## src/expa_pkg.sv

```systemverilog
// Package for the exception priority arbiter: types, encodings, reset values
package expa_pkg;

   // Encoded cause presented to the exception sequencer
   typedef enum logic [3:0] {
      EXPA_CAUSE_NONE,
      EXPA_CAUSE_SYS_RESET,
      EXPA_CAUSE_MACH_CHECK,
      EXPA_CAUSE_ALIGN,
      EXPA_CAUSE_DATA_STORAGE,
      EXPA_CAUSE_FP_UNAVAIL,
      EXPA_CAUSE_PROG_PRIV,
      EXPA_CAUSE_PROG_FP_PRECISE,
      EXPA_CAUSE_PROG_TRAP,
      EXPA_CAUSE_SYSCALL,
      EXPA_CAUSE_TRACE,
      EXPA_CAUSE_FETCH_STORAGE,
      EXPA_CAUSE_PROG_FP_IMPRECISE,
      EXPA_CAUSE_EXTERNAL,
      EXPA_CAUSE_DECREMENTER
   } expa_cause_t;

   // Instruction class of the excepting instruction
   typedef enum logic [2:0] {
      EXPA_CLS_INT_LDST,
      EXPA_CLS_FP_LDST,
      EXPA_CLS_RFI_MTSR,
      EXPA_CLS_TRAP_SC,
      EXPA_CLS_OTHER
   } expa_class_t;

   // Synchronous request from the instruction pipeline
   typedef struct packed {
      logic        valid;
      expa_class_t cls;
      logic        older_done;
      logic        align;
      logic        data_storage;
      logic        fp_unavail;
      logic        prog_priv;
      logic        prog_fp_precise;
      logic        prog_trap;
      logic        syscall;
      logic        trace;
      logic        fetch_storage;
   } expa_sync_req_t;

   // Asynchronous and imprecise sources, brought into the clock domain by two flops in the arbiter
   typedef struct packed {
      logic sys_reset;
      logic mach_check;
      logic fp_imprecise;
      logic external;
      logic decrementer;
   } expa_async_t;

   // Machine state bits that steer arbitration
   typedef struct packed {
      logic external_interrupt_enable_bit;
      logic fp_exception_mode_bit_a;
      logic fp_exception_mode_bit_b;
   } expa_msr_t;

   // Output to the sequencer
   typedef struct packed {
      logic        take;
      expa_cause_t cause;
   } expa_grant_t;

   localparam logic       EXPA_PEND_RST  = 1'b0;
   localparam logic [1:0] EXPA_SYNC_W    = 2'h2;

endpackage : expa_pkg

```

## src/expa_arbiter.sv

```systemverilog
// Exception priority arbiter: selects one exception cause per cycle
// How it works
// - System reset wins over everything and is taken immediately.
// - Machine check ranks second, beaten only by system reset.
// - Instruction exception waits for older instructions, then taken if nothing higher.
// - Integer load/store: alignment, then data storage, then trace.
// - FP load/store: FP unavailable, alignment, data storage, then trace.
// - Return/move-to-state: privileged beats precise FP enabled; trace after.
// - Trap, system call, privileged are exclusive, equal; trace below them.
// - Fetch storage fault is lowest synchronous, only when older done.
// - Imprecise FP enabled exception ranks fourth.
// - Imprecise FP mode only when the two FP mode bits differ.
// - External interrupt fifth, after dispatched instructions complete.
// - Decrementer ranks sixth, lowest of all.
// - External and decrementer taken only while enable bit set; held pending.
// - Reset and machine check accepted any time, even during a handler.
// - Machine check coinciding with reset waits; reset goes first.
// - At most one synchronous precise exception reported at a time.
// - Maskable or imprecise conditions held while instruction exceptions process.
`timescale 1ns/100ps
module expa_arbiter (
   // Clock and reset
   input  wire logic                    CLK_I,
   input  wire logic                    ARST_N_I,
   // Pipeline request
   input  wire expa_pkg::expa_sync_req_t SYNC_REQ_I,
   input  wire logic                    PIPE_DRAINED_I,
   input  wire logic                    HANDLER_DONE_I,
   // Asynchronous pins
   input  wire expa_pkg::expa_async_t   ASYNC_I,
   // Machine state
   input  wire expa_pkg::expa_msr_t     MSR_I,
   // Grant to sequencer
   output expa_pkg::expa_grant_t        GRANT_O,
   output logic                         SYNC_BUSY_O
);
   import expa_pkg::*;

   typedef struct packed {
      expa_async_t meta;
      expa_async_t sync;
      logic        ext_pend;
      logic        dec_pend;
      logic        fpi_pend;
      logic        mc_pend;
      logic        sync_busy;
      expa_grant_t grant;
   } expa_state_t;

   expa_state_t st_reg;
   expa_state_t st_next;

   ////////////////////////////////////////////////////////////////////////////
   // Ranking of the faults of one instruction
   function automatic expa_cause_t sync_pick(input expa_sync_req_t r);
      expa_cause_t c;
      c = EXPA_CAUSE_NONE;
      unique case (r.cls)
         EXPA_CLS_INT_LDST: begin
            if (r.align) c = EXPA_CAUSE_ALIGN;
            else if (r.data_storage) c = EXPA_CAUSE_DATA_STORAGE;
            else if (r.trace) c = EXPA_CAUSE_TRACE;
         end
         EXPA_CLS_FP_LDST: begin
            if (r.fp_unavail) c = EXPA_CAUSE_FP_UNAVAIL;
            else if (r.align) c = EXPA_CAUSE_ALIGN;
            else if (r.data_storage) c = EXPA_CAUSE_DATA_STORAGE;
            else if (r.trace) c = EXPA_CAUSE_TRACE;
         end
         EXPA_CLS_RFI_MTSR: begin
            if (r.prog_priv) c = EXPA_CAUSE_PROG_PRIV;
            else if (r.prog_fp_precise) c = EXPA_CAUSE_PROG_FP_PRECISE;
            else if (r.trace) c = EXPA_CAUSE_TRACE;
         end
         EXPA_CLS_TRAP_SC: begin
            // Mutually exclusive by construction; fixed order only breaks ties
            if (r.prog_trap) c = EXPA_CAUSE_PROG_TRAP;
            else if (r.syscall) c = EXPA_CAUSE_SYSCALL;
            else if (r.prog_priv) c = EXPA_CAUSE_PROG_PRIV;
            else if (r.trace) c = EXPA_CAUSE_TRACE;
         end
         EXPA_CLS_OTHER: begin
            if (r.fp_unavail) c = EXPA_CAUSE_FP_UNAVAIL;
            else if (r.prog_fp_precise) c = EXPA_CAUSE_PROG_FP_PRECISE;
            else if (r.trace) c = EXPA_CAUSE_TRACE;
         end
         default: c = EXPA_CAUSE_NONE;
      endcase
      // Fetch fault only when nothing else from this instruction
      if (c == EXPA_CAUSE_NONE && r.fetch_storage)
         c = EXPA_CAUSE_FETCH_STORAGE;
      return c;
   endfunction : sync_pick

   ////////////////////////////////////////////////////////////////////////////
   // Next state
   expa_cause_t sync_cause;
   logic        imp_mode;
   logic        quiet;

   always_comb begin
      st_next      = st_reg;
      st_next.meta = ASYNC_I;
      st_next.sync = st_reg.meta;
      sync_cause   = (SYNC_REQ_I.valid && SYNC_REQ_I.older_done) ?
                     sync_pick(SYNC_REQ_I) : EXPA_CAUSE_NONE;
      imp_mode     = MSR_I.fp_exception_mode_bit_a
                     ^ MSR_I.fp_exception_mode_bit_b;
      quiet        = !st_reg.sync_busy && PIPE_DRAINED_I;

      // Latch pending conditions; set wins over clear
      st_next.ext_pend = st_reg.ext_pend || st_reg.sync.external;
      st_next.dec_pend = st_reg.dec_pend || st_reg.sync.decrementer;
      st_next.fpi_pend = st_reg.fpi_pend || (st_reg.sync.fp_imprecise && imp_mode);
      st_next.mc_pend  = st_reg.mc_pend  || st_reg.sync.mach_check;

      if (HANDLER_DONE_I)
         st_next.sync_busy = 1'b0;

      st_next.grant.take  = 1'b1;
      st_next.grant.cause = EXPA_CAUSE_NONE;

      if (st_reg.sync.sys_reset) begin
         st_next.grant.cause = EXPA_CAUSE_SYS_RESET;
         st_next.sync_busy   = 1'b0;
      end else if (st_reg.mc_pend) begin
         st_next.grant.cause = EXPA_CAUSE_MACH_CHECK;
         st_next.mc_pend     = st_reg.sync.mach_check;
         st_next.sync_busy   = 1'b0;
      end else if (sync_cause != EXPA_CAUSE_NONE && !st_reg.sync_busy) begin
         st_next.grant.cause = sync_cause;
         st_next.sync_busy   = 1'b1;
      end else if (st_reg.fpi_pend && quiet) begin
         st_next.grant.cause = EXPA_CAUSE_PROG_FP_IMPRECISE;
         st_next.fpi_pend    = st_reg.sync.fp_imprecise && imp_mode;
      end else if (st_reg.ext_pend && quiet
                   && MSR_I.external_interrupt_enable_bit) begin
         st_next.grant.cause = EXPA_CAUSE_EXTERNAL;
         st_next.ext_pend    = st_reg.sync.external;
      end else if (st_reg.dec_pend && quiet && sync_cause == EXPA_CAUSE_NONE
                   && MSR_I.external_interrupt_enable_bit) begin
         st_next.grant.cause = EXPA_CAUSE_DECREMENTER;
         st_next.dec_pend    = st_reg.sync.decrementer;
      end else begin
         st_next.grant.take  = 1'b0;
      end
   end

   always_ff @(posedge CLK_I or negedge ARST_N_I) begin
      if (!ARST_N_I) begin
         st_reg <= '0;
      end else begin
         st_reg <= st_next;
      end
   end

   assign GRANT_O     = st_reg.grant;
   assign SYNC_BUSY_O = st_reg.sync_busy;

   ////////////////////////////////////////////////////////////////////////////
   // Further ordering checks
   logic arb_free;
   logic sync_ready;

   // Nothing above a precise request and no handler running
   assign arb_free   = !st_reg.sync.sys_reset && !st_reg.mc_pend && !st_reg.sync_busy;
   assign sync_ready = SYNC_REQ_I.valid && SYNC_REQ_I.older_done;
endmodule : expa_arbiter

```

## config.mk

```make
export PLATFORM = sky130hd
export DESIGN_NAME = expa_arbiter
export DESIGN_NICKNAME = d
export VERILOG_FILES = /design/src/expa_pkg.sv /design/src/expa_arbiter.sv
export SDC_FILE = /design/constraint.sdc
export NUM_CORES = 1
export LEC_CHECK = 0
export BUFFER_PORTS_ARGS = -buffer_cell sky130_fd_sc_hd__buf_4
export CAP_MARGIN = 30
export CORE_MARGIN = 1.5
export CORE_UTILIZATION = 50
export DETAILED_ROUTE_END_ITERATION = 10
export GPL_TIMING_DRIVEN = 0
export PLACE_DENSITY = 0.8
export SYNTH_ARGS = -nofsm -noshare
export SYNTH_HDL_FRONTEND = slang
export SYNTH_SLANG_ARGS = --single-unit
```

## constraint.sdc

```tcl
create_clock -name CLK_I -period 1.9 [get_ports CLK_I]
set_clock_uncertainty 0.2 [all_clocks]
set_input_delay 0.38 -clock CLK_I [delete_from_list [all_inputs] [get_ports CLK_I]]
set_output_delay 0.38 -clock CLK_I [all_outputs]
set_load 0.05 [all_outputs]
```

### Word-level counts from Yosys, hierarchy flattened

Index checks and enable logic that the tools add are counted.

* bits in registers: 20
* input bits: 26
* logic and storage cells: 81

* equality and inequality tests: 4
* multiplexer cells: 38
* bitwise operators: 1
* reduce and logical (&&, ||, !) cells: 21

Operators with widths (number)
* 4-bit 2-to-1 mux: 19
* 4-bit one-hot mux with 5 select lines: 1
* 1-bit 2-to-1 mux: 15
* 1-bit logical AND: 11
* 4-bit zero test: 2
* 4-bit nonzero test: 2
* 3-bit by 2-bit equality test with 1-bit output, second input constant: 2
* 3-bit 2-to-1 mux: 2
* 1-bit logical OR: 4
* 3-bit by 1-bit equality test with 1-bit output, second input constant: 1
* 3-bit equality test, second input constant: 1
* 3-bit zero test: 1
* 2-bit 2-to-1 mux: 1
* 1-bit zero test: 1
* 1-bit bitwise XOR: 1

### Longest topological paths before layout

Gate-level depths: netlist (run 1).

* depth in word-level cells: 18
* depth in mapped cells: 7
* mapped depth without buffers: 6

### Worst setup path after synthesis (run 1)

Ideal clock, no wire load.

* kind: input -> register
* start point: in SYNC_REQ_I[10] (netlist name)
* end point: reg st_reg[7] (netlist name)
* library setup time: 131 ps
* arrival time: 1634 ps
* data required time: 1569 ps
* path slack: -66 ps
* stages on the path: 7
* path buffers: 1
* cells stage by stage: buf_4 -> a21oi_1 -> nor3_1 -> nor4_1 -> a41oi_2 -> o41ai_1 -> nand2_1

RTL lines
* start: declaration: line expa_arbiter.sv:26 `input wire expa_pkg::expa_sync_req_t SYNC_REQ_I,`
* end signal: assignment: line expa_arbiter.sv:153 `st_reg <= st_next;`
* end: declaration: line expa_arbiter.sv:50 `expa_state_t st_reg;`

### Worst setup path in the final report (run 1)

* start point: in SYNC_REQ_I[5] (netlist name)
* end point: reg st_reg, in the netlist SYNC_BUSY_O

* word-level cells in the longest chain between the ends: 13

RTL lines
* 4-bit 2-to-1 mux: line expa_arbiter.sv:79 `else if (r.prog_priv) c = EXPA_CAUSE_PROG_PRIV;`
* 4-bit 2-to-1 mux: line expa_arbiter.sv:78 `else if (r.syscall) c = EXPA_CAUSE_SYSCALL;`
* 4-bit 2-to-1 mux: line expa_arbiter.sv:77 `if (r.prog_trap) c = EXPA_CAUSE_PROG_TRAP;`
* 4-bit one-hot mux with 5 select lines (*): line expa_arbiter.sv:58 `unique case (r.cls)`
* 4-bit zero test: line expa_arbiter.sv:90 `if (c == EXPA_CAUSE_NONE && r.fetch_storage)`
* 1-bit logical AND: line expa_arbiter.sv:90
* 4-bit 2-to-1 mux (*): line expa_arbiter.sv:90
* 4-bit 2-to-1 mux (*): line expa_arbiter.sv:105 `sync_cause = (SYNC_REQ_I.valid && SYNC_REQ_I.older_done) ?`
* 4-bit nonzero test (*): line expa_arbiter.sv:130 `end else if (sync_cause != EXPA_CAUSE_NONE && !st_reg.sync_busy) begin`
* 1-bit logical AND (*): line expa_arbiter.sv:130
* 1-bit 2-to-1 mux: line expa_arbiter.sv:130
* 1-bit 2-to-1 mux: line expa_arbiter.sv:126 `end else if (st_reg.mc_pend) begin`
* 1-bit 2-to-1 mux: line expa_arbiter.sv:123 `if (st_reg.sync.sys_reset) begin`

Mark *: on every way between the ends. The rest lies on a longest branch, timed or not.
A chain may end at the register's enable or synchronous reset.

==> results.yml, run 1 <==
clock_network:
  h-tree-depth: 1
  path_clk_slew_ns: 0.12
  cts_buffers: 3
  cts_tree: "yes"
  clk_latency_ns: 0.31
  cts_root_buf: "clkbuf_4"
  cts.sinks: 20
  cts_max_path_buffers: 2
timing:
  drv_slew: 0
  layout_setup_ws_ns: -0.01753
  hold_viol: 0
  max-slew-margin-rel_pct: 71.55
  min_period_over_period_pct: 100.9
  min_period_ns: 1.918
  worstMarginPinSlew_ns: 0.4259
  setup_violations: 2
  rsz0062_at_grt: "true"
  clock.fmax_ghz: 0.5215
detailed_routing:
  num_vias: 1011
  drt_iter0_markers: 42
  wl_um: 2837
  drc: 0
  drtAntennaViolNets: 0
  firstDrtPassIters: 4
  vias_per_cell: 5.777
  wire_per_inst_um: 16.21
floorplanning:
  fp.dieW_um: 49.26
  fp.dieH_um: 49.26
  boundaryPins: 32
  start_util_pct: 53.98
  placementRows: 16
  core_um2: 1982
  die_area_um2: 2426
global_route:
  grt_pass1_vias: 945
  grt_pass1_wl_um: 4188
  antenna_found_initial: 0
  grt_start_max_net_pins: 21
  track_usage_pct: 22.75
  grt.overflow.total: 0
power_and_ir_drop:
  p_leak_nw: 0.6976
  power_density_nw_per_um2: 676.3
  peakVddDrop_uv: 492.5
placed_design:
  place_ws_ns: -0.3205
  gp_congestion: 0.8795
  dpl.hpwl_um: 1790
  io_buffer_count: 31
  dpl_cell_area_um2: 1345
synth:
  ys_types: 41
  syn_inst: 105
  seq_area_frac_synth_pct: 46.78
  synth_async_sr_flop_share_pct: 100.0
  synth_area_um2: 1070
  yosys_register_bits: 20
  yosys_warnings: 0
  synth_edf_count: 0
  synth.avg_cell_area_um2: 10.19
  synth_ff_type: "dfrtp_1"
  syn_nets: 131
flow_run:
  drv_cap: 0
final_layout:
  drive_gt1_share_pct: 43.92
  insertedDiodeCount: 0
  utilization_pct: 79.23
  fin_area_um2: 1570
  final_nets: 175
  largest_reg_flops: 9
  syn_to_final_growth_pct: 46.78
worst_hold_path:
  hold_path.class: "input pin to register"
  hp-start: "MSR_I[1]"
worst_setup_path:
  critPathLaunchType: "input pin"
  crit_fanout: 7
  critical_path_required_ns: 1.92
  r2r-start: "SYNC_BUSY_O"
  critical_path_class: "input pin to register"
  crit_arrival_ns: 1.93
  end_kind: "register"
  cp-startpoint: "SYNC_REQ_I[5]"
run_status:
  status: "finished, violations left"
  violations: "setup timing"
placed cells by master (no fill, tap or decap), drive strengths merged, types with 2 or more instances in the layout:
cell         netlist  layout
nor2               6       6
nor3b              2       2
nand2b             4       4
a21oi              7       7
a211oi             3       3
dlygate4sd3        0       6
dfrtp             20      20
inv                3       3
a41oi              2       2
or3                2       2
nand2              9       9
buf                6      39
or3b               2       2
nor3               5       5
o21a               3       3
clkbuf             0       3
nor2b              3       3
o21ai              5       5
o21bai             2       2
nand3              3       3
path summary, 6_finish.rpt:
kind | to | slack [ns] | cells after the start
worst min-delay path | st_reg[7] | 0.12 | 4
worst max-delay path | SYNC_BUSY_O | -0.02 | 8
worst max register to register | GRANT_O[0] | 0.05 | 5
min in group asynchronous | GRANT_O[0] | 0.27 | 2
worst min register to register | st_reg[11] | 0.16 | 0
max in group asynchronous | st_reg[6] | 1.02 | 2
critical path, cell delays in order:
cell and delay (ns):
buf_4 0.14, or3b_1 0.38, a21oi_2 0.25, nor3_4 0.10, a41oi_2 0.32, buf_4 0.17, a21oi_1 0.03, nor3_1 0.15
logic make-up after synthesis:
| family | after synthesis | synth area share (%) |
|---|---|---|
| buf+inv | 9 | 5.263 |
| xor+xnor | 1 | 0.8189 |
| flops | 20 | 46.78 |
| compound gates | 32 | 23.51 |
| simple gates | 43 | 23.63 |
synthesized netlist by cell type (2+ instances only):
library cell | count | area share, %
or3_1 | 2 | 1.2
buf_4 | 6 | 4.2
o21a_1 | 3 | 2.1
a211oi_2 | 2 | 2.3
inv_1 | 3 | 1.1
nor2b_1 | 3 | 1.8
nor3_1 | 4 | 1.9
nand2_1 | 9 | 3.2
or3b_1 | 2 | 1.6
a21oi_1 | 7 | 3.3
o21ai_0 | 2 | 0.94
nor2_1 | 6 | 2.1
nand3_1 | 3 | 1.4
nand2b_1 | 4 | 2.3
o21ai_1 | 3 | 1.4
o21bai_1 | 2 | 1.4
dfrtp_1 | 20 | 47
repair_timing:
action / 4_1_cts / 5_1_grt
hold buffers: 6 / 0
gates resized for setup: 1 / 19
pin swaps: 0 / 10
endpoints found under the setup margin: 1 / 3
hold endpoints to repair: 25 / 0
setup buffers: 0 / 2
power breakdown:
| part | total (mW) | internal (mW) | switching (mW) |
|---|---|---|---|
| sequential | 0.462 | 0.447 | 0.0152 |
| combinational | 0.252 | 0.121 | 0.131 |
| clock | 0.348 | 0.213 | 0.135 |
routing by layer:
metal / GRT usage [%] / vias up / wire length [um]
met1: 27.25 / 484 / 1173
met4: 7.143 / 0 / 59
met5: 0 / - / 0
met2: 40.32 / 50 / 1419
li1: - / 468 / -
met3: 4.908 / 9 / 184
through the flow:
stage	hold WS, ns	power [mW]	cells	setup TNS (ns)
2_1_floorplan	-0.1156	0.5857	105	-0.06757
5_1_grt	0.1074	1.107	175	-0.06822
4_1_cts	0.1215	1.031	173	0
6_report	0.1187	1.062	175	-0.02528
3_3_place_gp	0.06582	0.6662	163	-1.533
3_5_place_dp	0.07052	0.6744	163	-1.865
cell type report:
type	instances	area (um2)
multi-input combinational	76	604.3
sequential	20	500.5
fill	112	411.6
timing repair buffer	39	319.1
buffer	6	48.80
tap	27	33.78
clock inverter	1	30.03
clock buffer	3	22.52
inverter	3	11.26
No activity file was read; power rests on OpenSTA's default activity.
==> inputs of run 2 (changes only) <==
--- a/config.mk
+++ b/config.mk
@@ -7,11 +7,11 @@
 export LEC_CHECK = 0
 export BUFFER_PORTS_ARGS = -buffer_cell sky130_fd_sc_hd__buf_4
 export CAP_MARGIN = 30
-export CORE_MARGIN = 1.5
-export CORE_UTILIZATION = 50
+export CORE_MARGIN = 1
+export CORE_UTILIZATION = 37
 export DETAILED_ROUTE_END_ITERATION = 10
 export GPL_TIMING_DRIVEN = 0
-export PLACE_DENSITY = 0.8
+export PLACE_DENSITY = 0.63
 export SYNTH_ARGS = -nofsm -noshare
 export SYNTH_HDL_FRONTEND = slang
 export SYNTH_SLANG_ARGS = --single-unit
==> run 2 against run 1 <==
  * The flow now finishes without violations
  * Hold slack better by 0.013 ns
  * Sequential power about the same
  * Non-clock buffer count decreased by 2
  * Clock power shrank 29%
  * Routed wire length fell by 18%
  * Flip-flop and latch count unchanged
  * Global-route usage fell by 6.4 points
  * Combinational power is 12% lower
  * Via count shrank 5.1%
  * Worst setup slack improved by 0.055 ns
  * Die area is 28% higher
  * Critical endpoint is now GRANT_O[0]
==> results.yml, run 2 (synthesized netlist as in run 1, its figures left out) <==
run_status:
  status: "finished clean"
timing:
  min_period_over_period_pct: 98.04
  min_period_ns: 1.863
  rsz0062_at_grt: "true"
  layout_setup_ws_ns: 0.03729
  setup_violations: 0
  clock.fmax_ghz: 0.5369
  hold_viol: 0
  setup_tns_ns: 0
  drv_slew: 0
  max-slew-margin-rel_pct: 73.09
  worstMarginPinSlew_ns: 0.4003
floorplanning:
  boundaryPins: 32
  die_area_um2: 3110
  core_um2: 2758
  fp.dieW_um: 55.77
  placementRows: 19
  start_util_pct: 38.79
  fp.dieH_um: 55.77
worst_setup_path:
  cp_slowest_cell: "or3b_4"
  crit_fanout: 6
  critical_path_class: "input pin to register"
  critPathLaunchType: "input pin"
  critPathTopFamily: "simple AND/OR/NAND/NOR gates"
  path_cells: "buf_4, or3b_4, a211oi_2, nor4_2, nand3_1, and3b_1, or3_1"
  critPathMaxStageDelay_ns: 0.41
  path_buf_inv: 1
  end_kind: "register"
  crit_arrival_ns: 1.86
  cp-startpoint: "SYNC_REQ_I[11]"
  critical_path_required_ns: 1.90
  r2r-start: "SYNC_BUSY_O"
final_layout:
  final_cell_mix: "buf_4, dfrtp_1, nand2_1"
  insertedDiodeCount: 0
  syn_to_final_growth_pct: 38.13
  final_nets: 173
  largest_reg_flops: 9
  final_common_cell: "buf_4"
  drive_gt1_share_pct: 39.04
global_route:
  grt_pass1_vias: 937
  grt.overflow.total: 0
  grt_pass1_wl_um: 3953
  track_usage_pct: 16.37
  antenna_found_initial: 0
  grt_start_max_net_pins: 21
power_and_ir_drop:
  total_power_uw: 930.6
  p_leak_nw: 0.6628
  peakVddDrop_uv: 478.0
  power_density_nw_per_um2: 629.7
detailed_routing:
  num_vias: 959
  drc: 0
  firstDrtPassIters: 5
  vias_per_cell: 5.418
  wire_per_inst_um: 13.14
  wl_um: 2325
  drt_iter0_markers: 20
  drtAntennaViolNets: 0
placed_design:
  dpl.hpwl_um: 1727
  io_buffer_count: 31
  place_ws_ns: -0.3296
  gp_congestion: 0.8216
clock_network:
  cts_root_buf: "clkbuf_4"
  cts_buffers: 3
  cts_tree: "yes"
  cts.sinks: 20
  cts_max_path_buffers: 2
  clk_latency_ns: 0.31
  h-tree-depth: 1
  path_clk_slew_ns: 0.11
worst_hold_path:
  hp-start: "MSR_I[1]"
  hold_path.class: "input pin to register"
flow_run:
  drv_cap: 0
[run 2: cell count changes in the layout (fill, tap and decap cells not counted), sizes merged]
cell	before	now
buf	39	37
bufinv	1	0
clkbuf	3	4
[run 2: stage by stage]
stage                     std cells  hold WS [ns]  utilization [%]  instance area (um2)
final                           177        0.1318            53.58                 1478
after CTS                       177        0.1372            52.45                 1446
after detailed placement        167       0.07088            48.96                 1350
after floorplan                 105       -0.1156                -                 1079
after global placement          167       0.06274            48.96                 1350
after global routing            177        0.1413            53.58                 1478
[run 2: worst register-to-register path: stages, from the launching register on]
cell and delay, ns:
dfrtp_1 0.43, or2_2 0.35, a31oi_1 0.15, a221oi_1 0.10, or3_1 0.37
[run 2: report_power, final]
part / leakage (nW) / total, mW / switching, mW / internal (mW)
Sequential: 0.229 / 0.460 / 0.0130 / 0.447
Combinational: 0.413 / 0.223 / 0.115 / 0.108
Clock: 0.0210 / 0.248 / 0.131 / 0.117
[run 2: cell type report]
| type | instances | area, um2 |
|---|---|---|
| plain buffers | 6 | 48.80 |
| flip-flops and latches | 20 | 500.5 |
| well taps | 31 | 38.79 |
| multi-input cells | 76 | 549.3 |
| inverters | 3 | 11.26 |
| repair buffers | 37 | 292.8 |
| fillers | 256 | 1280 |
| clock buffers | 4 | 36.28 |
[run 2: worst paths after layout]
check	to	slack [ns]	cells after the start
worst max-delay path	GRANT_O[0]	0.04	7
min in group asynchronous	st_next[12]	0.27	2
max in group asynchronous	SYNC_BUSY_O	1.03	2
worst min-delay path	st_reg[7]	0.13	4
worst min register to register	st_reg[10]	0.16	0
worst max register to register	GRANT_O[0]	0.19	4
[run 2: layer usage]
| metal | track usage, % | vias to the layer above | wire [um] |
|---|---|---|---|
| li1 | - | 466 | - |
| met4 | 7.500 | 0 | 61 |
| met2 | 28.57 | 37 | 1179 |
| met1 | 19.61 | 449 | 957 |
| met3 | 2.791 | 7 | 128 |
| met5 | 0 | - | 0 |
[run 2: timing repair]
item                                   in CTS  in global routing
setup endpoints to repair                   0                  4
endpoints found under the hold margin      25                  0
setup buffers                               0                  0
hold buffers                                6                  0
resized for setup                           0                  7
